File: src/rtl/ppfio_pkg.sv
// Shared constants for the port 1 / port 2 pin function logic
package ppfio_pkg;

  // Register port geometry
  localparam int ADDR_W = 4;
  localparam int DATA_W = 8;
  localparam int P1_W = 8;
  localparam int P2_W = 3;
  localparam int P5_W = 2;

  // Register offsets
  localparam logic [ADDR_W-1:0] OFS_P1_MODE = 4'h0;
  localparam logic [ADDR_W-1:0] OFS_P1_DIR = 4'h1;
  localparam logic [ADDR_W-1:0] OFS_P1_DATA = 4'h2;
  localparam logic [ADDR_W-1:0] OFS_P2_DIR = 4'h3;
  localparam logic [ADDR_W-1:0] OFS_P2_DATA = 4'h4;

  // Mode register field positions
  localparam int MODE_EXT_INTERRUPT1_BIT = 5;
  localparam int MODE_EXT_INTERRUPT0_BIT = 4;
  localparam int MODE_TXD_BIT = 1;
  localparam int MODE_WATCH_TIMER_OUT_BIT = 0;

  // Port 1 pins that exist in this block
  localparam logic [P1_W-1:0] P1_IMPL_MASK = 8'h37;
  localparam int P1_BIT5 = 5;
  localparam int P1_BIT4 = 4;
  localparam int P1_BIT0 = 0;

  // Port 2 pin positions
  localparam int P2_BIT2 = 2;
  localparam int P2_BIT1 = 1;
  localparam int P2_BIT0 = 0;

  // Reset values
  localparam logic [DATA_W-1:0] MODE_RESET = 8'h00;
  localparam logic [P1_W-1:0] P1_DIR_RESET = 8'h00;
  localparam logic [P1_W-1:0] P1_DATA_RESET = 8'h00;
  localparam logic [P2_W-1:0] P2_DIR_RESET = 3'h0;
  localparam logic [P2_W-1:0] P2_DATA_RESET = 3'h0;

  // Bits that read as one whatever is stored
  localparam logic [DATA_W-1:0] MODE_RSVD_ONES = 8'h0c;
  localparam logic [DATA_W-1:0] P1_DATA_RSVD_ONES = 8'h08;
  localparam logic [DATA_W-1:0] P2_DATA_RSVD_ONES = 8'hf8;

  // Answer for write-only and unmapped reads
  localparam logic [DATA_W-1:0] READ_NONE = 8'h00;

  // Idle level handed to the receiver when its pin is not selected
  localparam logic RX_IDLE = 1'h1;

endpackage

File: src/rtl/ppfio_sync.sv
// Three-stage pin synchroniser with agreement filter
`timescale 1ns/1ps
module ppfio_sync #(
  parameter int W = 8
) (
  // Clock and reset
  input wire logic clk_i,
  input wire logic rst_i,
  // Asynchronous pins in, filtered levels out
  input wire logic [W-1:0] pin_i,
  output logic [W-1:0] level_o
);

  logic [W-1:0] s1_q;
  logic [W-1:0] s2_q;
  logic [W-1:0] s3_q;
  logic [W-1:0] level_q;

  always_ff @(posedge clk_i)
  begin
    if (rst_i)
    begin
      s1_q <= '0;
      s2_q <= '0;
      s3_q <= '0;
    end
    else
    begin
      s1_q <= pin_i;
      s2_q <= s1_q;
      s3_q <= s2_q;
    end
  end

  // A bit changes only once two later stages agree
  for (genvar i = 0; i < W; i++)
  begin : g_filt
    always_ff @(posedge clk_i)
    begin
      if (rst_i)
        level_q[i] <= 1'b0;
      else if (s2_q[i] == s3_q[i])
        level_q[i] <= s3_q[i];
    end
  end

  assign level_o = level_q;

endmodule // ppfio_sync

File: src/rtl/ppfio_top.sv
// Port 1 and port 2 pin function selection, direction and data
//
// How it works
// Mode bit one makes bit5 interrupt-1 input
// Mode bit one makes bit4 interrupt-0 input
// Port1 bits 2,1 plain direction-controlled I/O
// Mode bit one drives watch timer on bit0
// Mode and serial settings override port2 I/O
// Port2 direction bits write-only, reset zero
// Port2 data bits 7..3 read one
// Port2 latches reset zero, drive general outputs
// Output-direction read returns latched value
// Input-direction read returns pin level
// Transmit select puts serial data on bit2
// Receive enable makes bit1 serial input
// Clock select one makes bit0 clock input
// Clock output on select0 or comm mode
// All serial bits zero: plain I/O
// I2C settings override port5 bits 7,6
// Port1 direction bits write-only, reset zero
// Input pins leave output buffer off
`timescale 1ns/1ps
module ppfio_top
  import ppfio_pkg::*;
(
  // Clock and reset
  input wire logic clk_i,
  input wire logic rst_i,
  // Register port
  input wire logic [ppfio_pkg::ADDR_W-1:0] addr_i,
  input wire logic [ppfio_pkg::DATA_W-1:0] wdata_i,
  input wire logic we_i,
  input wire logic re_i,
  output logic [ppfio_pkg::DATA_W-1:0] rdata_o,
  // Port 1 pins
  input wire logic [ppfio_pkg::P1_W-1:0] port1_pin_i,
  output logic [ppfio_pkg::P1_W-1:0] port1_pin_o,
  output logic [ppfio_pkg::P1_W-1:0] port1_pin_oe_o,
  // Port 2 pins
  input wire logic [ppfio_pkg::P2_W-1:0] port2_pin_i,
  output logic [ppfio_pkg::P2_W-1:0] port2_pin_o,
  output logic [ppfio_pkg::P2_W-1:0] port2_pin_oe_o,
  // Port 5 pins 7 and 6, outputs only
  output logic [ppfio_pkg::P5_W-1:0] port5_pin_o,
  output logic [ppfio_pkg::P5_W-1:0] port5_pin_oe_o,
  // Port 5 general I/O request from its own port logic
  input wire logic [ppfio_pkg::P5_W-1:0] port5_gpio_out_i,
  input wire logic [ppfio_pkg::P5_W-1:0] port5_gpio_oe_i,
  // I2C interface request for the same pins
  input wire logic i2c_enable_i,
  input wire logic [ppfio_pkg::P5_W-1:0] i2c_out_i,
  input wire logic [ppfio_pkg::P5_W-1:0] i2c_oe_i,
  // Serial unit settings
  input wire logic receive_enable_bit_i,
  input wire logic clock_select_bit1_i,
  input wire logic clock_select_bit0_i,
  input wire logic comm_mode_bit_i,
  // Serial unit data and clock
  input wire logic serial_tx_data_i,
  input wire logic serial_clock_out_i,
  output logic serial_rx_data_o,
  output logic serial_clock_in_o,
  // Timer and interrupt connections
  input wire logic watch_timer_out_i,
  output logic ext_interrupt0_o,
  output logic ext_interrupt1_o
);

  // Register state
  logic [DATA_W-1:0] port1_mode_select_reg_q;
  logic [P1_W-1:0] port1_direction_reg_q;
  logic [P1_W-1:0] port1_data_reg_q;
  logic [P2_W-1:0] port2_direction_reg_q;
  logic [P2_W-1:0] port2_data_reg_q;

  // Filtered pin levels
  logic [P1_W-1:0] p1_level;
  logic [P2_W-1:0] p2_level;

  // Pad drive, next values
  logic [P1_W-1:0] p1_out_d;
  logic [P1_W-1:0] p1_oe_d;
  logic [P2_W-1:0] p2_out_d;
  logic [P2_W-1:0] p2_oe_d;

  // Registered outputs
  logic [DATA_W-1:0] rdata_q;
  logic [P1_W-1:0] p1_out_q;
  logic [P1_W-1:0] p1_oe_q;
  logic [P2_W-1:0] p2_out_q;
  logic [P2_W-1:0] p2_oe_q;
  logic [P5_W-1:0] p5_out_q;
  logic [P5_W-1:0] p5_oe_q;
  logic rx_q;
  logic sclk_in_q;
  logic ext_interrupt0_q;
  logic ext_interrupt1_q;

  // Decoded selects
  logic sel_ext_interrupt1;
  logic sel_ext_interrupt0;
  logic sel_txd;
  logic sel_watch_timer_out;
  logic sck_in_sel;
  logic sck_out_sel;

  // Read path helpers
  logic [P1_W-1:0] p1_read;
  logic [P2_W-1:0] p2_read;
  logic [DATA_W-1:0] rdata_d;

  logic wr_mode;
  logic wr_p1_dir;
  logic wr_p1_data;
  logic wr_p2_dir;
  logic wr_p2_data;

  // Pins arrive from outside the clock domain
  ppfio_sync #(
    .W(P1_W)
  ) u_sync_p1 (
    .clk_i(clk_i),
    .rst_i(rst_i),
    .pin_i(port1_pin_i),
    .level_o(p1_level)
  );

  ppfio_sync #(
    .W(P2_W)
  ) u_sync_p2 (
    .clk_i(clk_i),
    .rst_i(rst_i),
    .pin_i(port2_pin_i),
    .level_o(p2_level)
  );

  // Write decode
  assign wr_mode = we_i && (addr_i == OFS_P1_MODE);
  assign wr_p1_dir = we_i && (addr_i == OFS_P1_DIR);
  assign wr_p1_data = we_i && (addr_i == OFS_P1_DATA);
  assign wr_p2_dir = we_i && (addr_i == OFS_P2_DIR);
  assign wr_p2_data = we_i && (addr_i == OFS_P2_DATA);

  // Only the four switch bits are stored
  localparam logic [DATA_W-1:0] MODE_WMASK =
    DATA_W'((1 << MODE_EXT_INTERRUPT1_BIT) | (1 << MODE_EXT_INTERRUPT0_BIT) |
            (1 << MODE_TXD_BIT) | (1 << MODE_WATCH_TIMER_OUT_BIT));

  always_ff @(posedge clk_i)
  begin
    if (rst_i)
      port1_mode_select_reg_q <= MODE_RESET;
    else if (wr_mode)
      port1_mode_select_reg_q <= wdata_i & MODE_WMASK;
  end

  always_ff @(posedge clk_i)
  begin
    if (rst_i)
      port1_direction_reg_q <= P1_DIR_RESET;
    else if (wr_p1_dir)
      port1_direction_reg_q <= wdata_i & P1_IMPL_MASK;
  end

  always_ff @(posedge clk_i)
  begin
    if (rst_i)
      port1_data_reg_q <= P1_DATA_RESET;
    else if (wr_p1_data)
      port1_data_reg_q <= wdata_i & P1_IMPL_MASK;
  end

  always_ff @(posedge clk_i)
  begin
    if (rst_i)
      port2_direction_reg_q <= P2_DIR_RESET;
    else if (wr_p2_dir)
      port2_direction_reg_q <= wdata_i[P2_W-1:0];
  end

  always_ff @(posedge clk_i)
  begin
    if (rst_i)
      port2_data_reg_q <= P2_DATA_RESET;
    else if (wr_p2_data)
      port2_data_reg_q <= wdata_i[P2_W-1:0];
  end

  // Function selects
  assign sel_ext_interrupt1 = port1_mode_select_reg_q[MODE_EXT_INTERRUPT1_BIT];
  assign sel_ext_interrupt0 = port1_mode_select_reg_q[MODE_EXT_INTERRUPT0_BIT];
  assign sel_txd = port1_mode_select_reg_q[MODE_TXD_BIT];
  assign sel_watch_timer_out = port1_mode_select_reg_q[MODE_WATCH_TIMER_OUT_BIT];
  assign sck_in_sel = clock_select_bit1_i;
  assign sck_out_sel = !clock_select_bit1_i &&
    (clock_select_bit0_i || comm_mode_bit_i);

  // Port 1 pad drive
  always_comb
  begin
    p1_out_d = port1_data_reg_q & P1_IMPL_MASK;
    p1_oe_d = port1_direction_reg_q & P1_IMPL_MASK;
    if (sel_ext_interrupt1)
      p1_oe_d[P1_BIT5] = 1'b0;
    if (sel_ext_interrupt0)
      p1_oe_d[P1_BIT4] = 1'b0;
    if (sel_watch_timer_out)
    begin
      p1_oe_d[P1_BIT0] = 1'b1;
      p1_out_d[P1_BIT0] = watch_timer_out_i;
    end
  end

  // Port 2 pad drive; alternate functions win over direction
  always_comb
  begin
    p2_out_d = port2_data_reg_q;
    p2_oe_d = port2_direction_reg_q;
    if (sel_txd)
    begin
      p2_oe_d[P2_BIT2] = 1'b1;
      p2_out_d[P2_BIT2] = serial_tx_data_i;
    end
    if (receive_enable_bit_i)
      p2_oe_d[P2_BIT1] = 1'b0;
    if (sck_in_sel)
      p2_oe_d[P2_BIT0] = 1'b0;
    else if (sck_out_sel)
    begin
      p2_oe_d[P2_BIT0] = 1'b1;
      p2_out_d[P2_BIT0] = serial_clock_out_i;
    end
  end

  always_ff @(posedge clk_i)
  begin
    if (rst_i)
    begin
      p1_out_q <= '0;
      p1_oe_q <= '0;
    end
    else
    begin
      p1_out_q <= p1_out_d;
      p1_oe_q <= p1_oe_d;
    end
  end

  always_ff @(posedge clk_i)
  begin
    if (rst_i)
    begin
      p2_out_q <= '0;
      p2_oe_q <= '0;
    end
    else
    begin
      p2_out_q <= p2_out_d;
      p2_oe_q <= p2_oe_d;
    end
  end

  // Port 5 bits 7 and 6: I2C owns the pins when enabled
  always_ff @(posedge clk_i)
  begin
    if (rst_i)
    begin
      p5_out_q <= '0;
      p5_oe_q <= '0;
    end
    else if (i2c_enable_i)
    begin
      p5_out_q <= i2c_out_i;
      p5_oe_q <= i2c_oe_i;
    end
    else
    begin
      p5_out_q <= port5_gpio_out_i;
      p5_oe_q <= port5_gpio_oe_i;
    end
  end

  // Alternate inputs to peripherals; unselected ones sit at rest
  always_ff @(posedge clk_i)
  begin
    if (rst_i)
    begin
      ext_interrupt0_q <= 1'b0;
      ext_interrupt1_q <= 1'b0;
    end
    else
    begin
      ext_interrupt1_q <= sel_ext_interrupt1 && p1_level[P1_BIT5];
      ext_interrupt0_q <= sel_ext_interrupt0 && p1_level[P1_BIT4];
    end
  end

  always_ff @(posedge clk_i)
  begin
    if (rst_i)
    begin
      rx_q <= RX_IDLE;
      sclk_in_q <= 1'b0;
    end
    else
    begin
      rx_q <= receive_enable_bit_i ? p2_level[P2_BIT1] : RX_IDLE;
      sclk_in_q <= sck_in_sel && p2_level[P2_BIT0];
    end
  end

  // Per-bit read-back: latch when output, pin when input
  for (genvar i = 0; i < P2_W; i++)
  begin : g_p2_read
    assign p2_read[i] = port2_direction_reg_q[i] ?
      port2_data_reg_q[i] :
      p2_level[i];
  end

  for (genvar i = 0; i < P1_W; i++)
  begin : g_p1_read
    assign p1_read[i] = P1_IMPL_MASK[i] &&
      (port1_direction_reg_q[i] ? port1_data_reg_q[i] : p1_level[i]);
  end

  // Direction registers are write-only and read as zero
  always_comb
  begin
    rdata_d = READ_NONE;
    unique case (addr_i)
      OFS_P1_MODE: rdata_d = port1_mode_select_reg_q | MODE_RSVD_ONES;
      OFS_P1_DATA: rdata_d = p1_read | P1_DATA_RSVD_ONES;
      OFS_P2_DATA: rdata_d = DATA_W'(p2_read) | P2_DATA_RSVD_ONES;
      default: rdata_d = READ_NONE;
    endcase
  end

  // Data valid only the cycle after the read strobe
  always_ff @(posedge clk_i)
  begin
    if (rst_i)
      rdata_q <= READ_NONE;
    else if (re_i)
      rdata_q <= rdata_d;
    else
      rdata_q <= READ_NONE;
  end

  assign rdata_o = rdata_q;
  assign port1_pin_o = p1_out_q;
  assign port1_pin_oe_o = p1_oe_q;
  assign port2_pin_o = p2_out_q;
  assign port2_pin_oe_o = p2_oe_q;
  assign port5_pin_o = p5_out_q;
  assign port5_pin_oe_o = p5_oe_q;
  assign serial_rx_data_o = rx_q;
  assign serial_clock_in_o = sclk_in_q;
  assign ext_interrupt0_o = ext_interrupt0_q;
  assign ext_interrupt1_o = ext_interrupt1_q;

endmodule // ppfio_top

File: config.mk
export PLATFORM = sky130hd
export DESIGN_NAME = ppfio_top
export DESIGN_NICKNAME = d
export VERILOG_FILES = /design/src/rtl/ppfio_pkg.sv /design/src/rtl/ppfio_sync.sv /design/src/rtl/ppfio_top.sv
export SDC_FILE = /design/constraint.sdc
export NUM_CORES = 1
export LEC_CHECK = 0
export BUFFER_PORTS_ARGS = -buffer_cell sky130_fd_sc_hd__clkbuf_2
export CAP_MARGIN = 15
export CORE_ASPECT_RATIO = 0.9
export CORE_MARGIN = 8
export CORE_UTILIZATION = 55
export CTS_CLUSTER_SIZE = 20
export DETAILED_ROUTE_END_ITERATION = 6
export PLACE_DENSITY = 0.83
export REMOVE_ABC_BUFFERS = 1
export SYNTH_ARGS = -nofsm -noshare
export SYNTH_HDL_FRONTEND = slang
export SYNTH_SLANG_ARGS = --single-unit
File: constraint.sdc
create_clock -name clk_i -period 2.2 [get_ports clk_i]
set_input_delay 0 -clock clk_i [delete_from_list [all_inputs] [get_ports clk_i]]
set_output_delay 0 -clock clk_i [all_outputs]
set_load 0.02 [all_outputs]
After elaboration in Yosys (flattened, before gate mapping). Index checks and enable logic that the tools add are counted.

Output and inout port bits: 38. Word-level logic and storage cells: 86. Input port bits: 43. Bits in registers: 93.

Reductions and logical operators: 18. Multiplexer cells: 18. Bitwise operators: 2. Eq/ne operators: 12.

Operators by type and width (number): $pmux W8 S3 (1); $mux W1 (15); $reduce_or A2 Y1 (6); $logic_and A1 B1 Y1 (9); $eq A1 B1 Y1 (8); $eq A4 B2 Y1 const B (2); $eq A4 B1 Y1 const B (1); $eq A4 B3 Y1 const B (1); $logic_not A4 Y1 (1); $mux W2 (2); $not A1 Y1 (2); $logic_not A1 Y1 (1); $logic_or A1 B1 Y1 (1).

Depth between registers and ports, before layout.
Word-level depth: 4. Mapped depth: 5. Depth with buffers taken out: 3.

Cells and area by module. From an unflattened synthesis, not the netlist that was laid out.

Cells, all modules: 322. Area total of the unflattened synthesis: 3293.2 µm².

Modules (own cells, without submodules): ppfio_top (times used 1, area an instance 1981.9 µm², seq. area each 1021.0 µm², cells an instance 208); ppfio_sync at u_sync_p1 (times used 1, area an instance 923.4 µm², seq. area each 640.6 µm², cells an instance 83); ppfio_sync at u_sync_p2 (times used 1, area an instance 387.9 µm², seq. area each 240.2 µm², cells an instance 31).

Worst setup path before layout. Ideal clock, no wire load.

Kind: input-to-reg. From: input port addr_i[3] in the netlist's numbering. To: register port1_direction_reg_q[0]. Cell stages on the path: 4. Required time: 2082 ps. Buffers on the path: 1. Setup time: 118 ps. Arrival time: 961 ps. Setup slack: 1121 ps. Cells stage by stage: buf_6 -> or3b_4 -> or3_4 -> mux2i_1.

Word-level cells in the longest chain between the ends: 2.

RTL lines: start, declared (line ppfio_top.sv:30) `input wire logic [ppfio_pkg::ADDR_W-1:0] addr_i,`; $eq A4 B1 Y1 (line ppfio_top.sv:139) `assign wr_p1_dir = we_i && (addr_i == OFS_P1_DIR);`; $logic_and A1 B1 Y1 (line ppfio_top.sv:139); end signal, assigned (line ppfio_top.sv:162) `port1_direction_reg_q <= wdata_i & P1_IMPL_MASK;`; end, declared (line ppfio_top.sv:71) `logic [P1_W-1:0] port1_direction_reg_q;`.

Every way passes these cells. A chain may end at the register's enable or synchronous reset.

Worst setup path in the final report.
From: input port rst_i. To: register p2_oe_q[0] (netlist: port2_pin_oe_o[0]).

Word-level cells in the longest chain between the ends: 1.

RTL lines: start, declared (line ppfio_top.sv:28) `input wire logic rst_i,`; $reduce_or A2 Y1 (no source line); end signal, assigned (line ppfio_top.sv:259) `p2_oe_q <= p2_oe_d;`; end, declared (line ppfio_top.sv:91) `logic [P2_W-1:0] p2_oe_q;`.

Every way passes these cells.

==> results.yml <==
placed_design:
  gp_congestion: 0.850
  dp_cells: 413
  postPlaceCellArea_um2: 3250
  hpwl_mm: 4.14
  io_buffers: 68
  dp_slack_ps: 804
timing:
  worst_slew_pin_slew_ps: 718
  rsz0062_at_grt: "false"
  slew_violations: 0
  period_share: 0.804
  finalHoldViolCount: 0
  setup_ws_ps: 430
  slew_headroom: 0.521
  finalClockSkew_ps: 5.09
  fin_crit_ps: 1770
  fmax_mhz: 565
  setup_viol: 0
  tns_ps: 0
route:
  antenna_left: 0
  dr_total_vias: 2274
  post_drt_via_cell_ratio: 4.97
  route.detailed.drc: 0
  drt_iter0_drc: 156
  drt-total-wl_mm: 6.48
  firstDrtPassIters: 4
  wire_per_inst_um: 14.1
final_layout:
  areaGrowthSynthToFinish_pct: 29.3
  seqCellArea_um2: 1660
  fillers: 392
  post-route-cell-area_um2: 3760
  fin_nets: 430
  multiInputGateArea_um2: 1140
  fin_cells: 458
  diodes: 0
  drive_above_1_share: 0.243
yosys:
  syn_inst: 294
  yosys.area.top_type: "dfxtp_1"
  yosys_warnings: 0
  synth_cell_type_count: 33
  syn_area_per_cell_um2: 9.91
  synth_most_common_cell: "dfxtp_1"
  ys_ff_latch: 83
  ys_seq_area_frac: 0.570
  synth_area_leaders: "dfxtp_1, nor2b_1, mux2i_1"
  synth_commonest_cells: "dfxtp_1, nor2b_1, a21oi_1"
  synth_edf_count: 0
  synth_area_um2: 2910
  async_flop_share: 0
  synth_top_area_frac: 0.570
  yosys_most_used_dff: "dfxtp_1"
worst_hold_path:
  hold_start: "clock_select_bit0_i"
  hp-class: "in2reg"
clocking:
  cts_tree: "built"
  cts.sinks: 83
  clockBufferDepth: 2
  numCtsBuffers: 9
  path_clk_slew_ps: 80
  clkLatencyLatePin_ps: 350
  root_buffer: "clkbuf_8"
  h-tree-depth: 3
power_and_ir_drop:
  peakVddDrop_mv: 0.633
  power_w: 0.00293
  leakage_nw: 1.56
  power.density_nw_per_um2: 779
global_routing:
  grt_pass1_vias: 2200
  grt_pass1_wl_mm: 10.5
  grt_max_degree: 77
  antenna_found_initial: 0
  grt_overflow: 0
  grtUsageTotal: 0.169
floorplanning:
  die_h_um: 85.0
  io_pins: 81
  rows: 25
  die_area_um2: 7880
  initial_core_util: 0.561
  coreArea_um2: 5190
  die_x_um: 92.7
setup_path:
  cp_num_buf_inv: 4
  crit_slowest_cell: "buf_4"
  path_common_cell: "dlygate4sd3_1"
  slowest_delay_ps: 600
  arrival_ps: 2010
  critical_path.top_delay_family: "buffers and inverters"
  path_cells: "dlygate4sd3_1, clkbuf_2, buf_4, nor3_1, dlygate4sd3_1"
  start_kind: "primary input"
  path_max_fanout: 76
  crit_required_ps: 2440
  critPathCaptureType: "register"
  crit_start: "rst_i"
  criticalPathCategory: "in2reg"
  r2r_start: "port2_direction_reg_q[0]"
status:
  status: "complete, no violations"
run:
  maxCapViolCount: 0
==> cells in the final DEF, fill, tap and decap left out, types with 2 or more instances in the layout <==
cell           instances
nor2b_1               33
conb_1                 6
clkinv_2               2
nand4_1                3
mux2_2                 4
nor2_1                20
inv_1                  2
a32oi_1                2
a21oi_1               23
bufinv_16              2
mux2i_1               17
buf_4                  2
nor3_1                 9
clkbuf_8              10
nand3_1                9
o21a_1                 2
dlygate4sd3_1         30
dfxtp_1               83
o21ai_0               22
nand2b_1              14
nand2_1               14
o31ai_1                2
clkbuf_2              68
==> report_power, final <==
| group | internal, W | switching (W) | leakage [nW] | total, W |
|---|---|---|---|---|
| clock | 0.000659 | 0.000500 | 0.108 | 0.00116 |
| combinational | 0.000105 | 0.000120 | 0.779 | 0.000224 |
| sequential | 0.00153 | 0.0000124 | 0.675 | 0.00155 |
| total | 0.00230 | 0.000632 | 1.56 | 0.00293 |
==> sequential cells by signal (all words and copies together), names as in the netlist, 2 cells and up <==
| name | flops |
|---|---|
| u_sync_p1.level_o | 5 |
| port1_pin_o | 5 |
| u_sync_p2.level_o | 3 |
| port2_pin_oe_o | 3 |
| u_sync_p2.s2_q | 3 |
| port2_pin_o | 3 |
| port1_direction_reg_q | 5 |
| port2_direction_reg_q | 3 |
| port5_pin_o | 2 |
| u_sync_p2.s1_q | 3 |
| u_sync_p1.s3_q | 5 |
| port1_data_reg_q | 5 |
| port2_data_reg_q | 3 |
| u_sync_p2.s3_q | 3 |
| u_sync_p1.s1_q | 5 |
| u_sync_p1.s2_q | 5 |
| port1_mode_select_reg_q | 4 |
| port1_pin_oe_o | 5 |
| port5_pin_oe_o | 2 |
| rdata_o | 7 |
==> what timing repair did <==
item,4_1_cts,5_1_grt
hold buffers,30,0
gates resized for setup,0,0
endpoints found under the hold margin,38,0
setup buffers,0,0
==> path summary, 6_finish.rpt <==
path,slack (ps),depth (start not counted),endpoint
max,430,5,port2_pin_oe_o[0]
min reg2reg,440,1,u_sync_p2.s2_q[0]
max reg2reg,890,3,port2_pin_oe_o[0]
min,40,4,port2_pin_o[0]
==> tightest hold or removal path, delay by kind of cell <==
kind / cells / cell delay, ps
buffers and inverters: 1 / 90
muxes: 1 / 120
and+or+nand+nor: 1 / 70
AOI/OAI and AO/OA: 1 / 70
==> logic make-up (layout without fill, tap and decap cells) <==
family	count (synthesis)	count (layout)	synth area share
flops	83	83	0.570
mux	21	21	0.0739
buf+inv	25	117	0.0442
simple gates	110	110	0.207
other cells	1	6	0.00129
compound gates	54	54	0.104
==> area by class of cell <==
class | count | share of cell area
well taps | 67 | 0.0223
flip-flops and latches | 83 | 0.441
clock inverters | 5 | 0.0206
inverters | 2 | 0.00199
multi-input cells | 191 | 0.303
clock buffers | 10 | 0.0366
repair buffers | 100 | 0.174
==> per-stage QoR <==
stage / hold slack (ps) / utilization
2_1_floorplan: 61.9 / -
3_3_place_gp: 166 / 0.626
3_5_place_dp: 174 / 0.626
4_1_cts: 18.1 / 0.725
5_1_grt: 63.3 / 0.725
6_report: 38.1 / 0.725
==> routing by layer <==
metal	up-vias	share of wire	global-route usage
li1	1166	-	-
met1	1018	0.45	0.204
met2	80	0.43	0.247
met3	10	0.10	0.0944
met4	0	0.013	0.0541
met5	-	0	0
No activity file was read; power rests on OpenSTA's default activity.
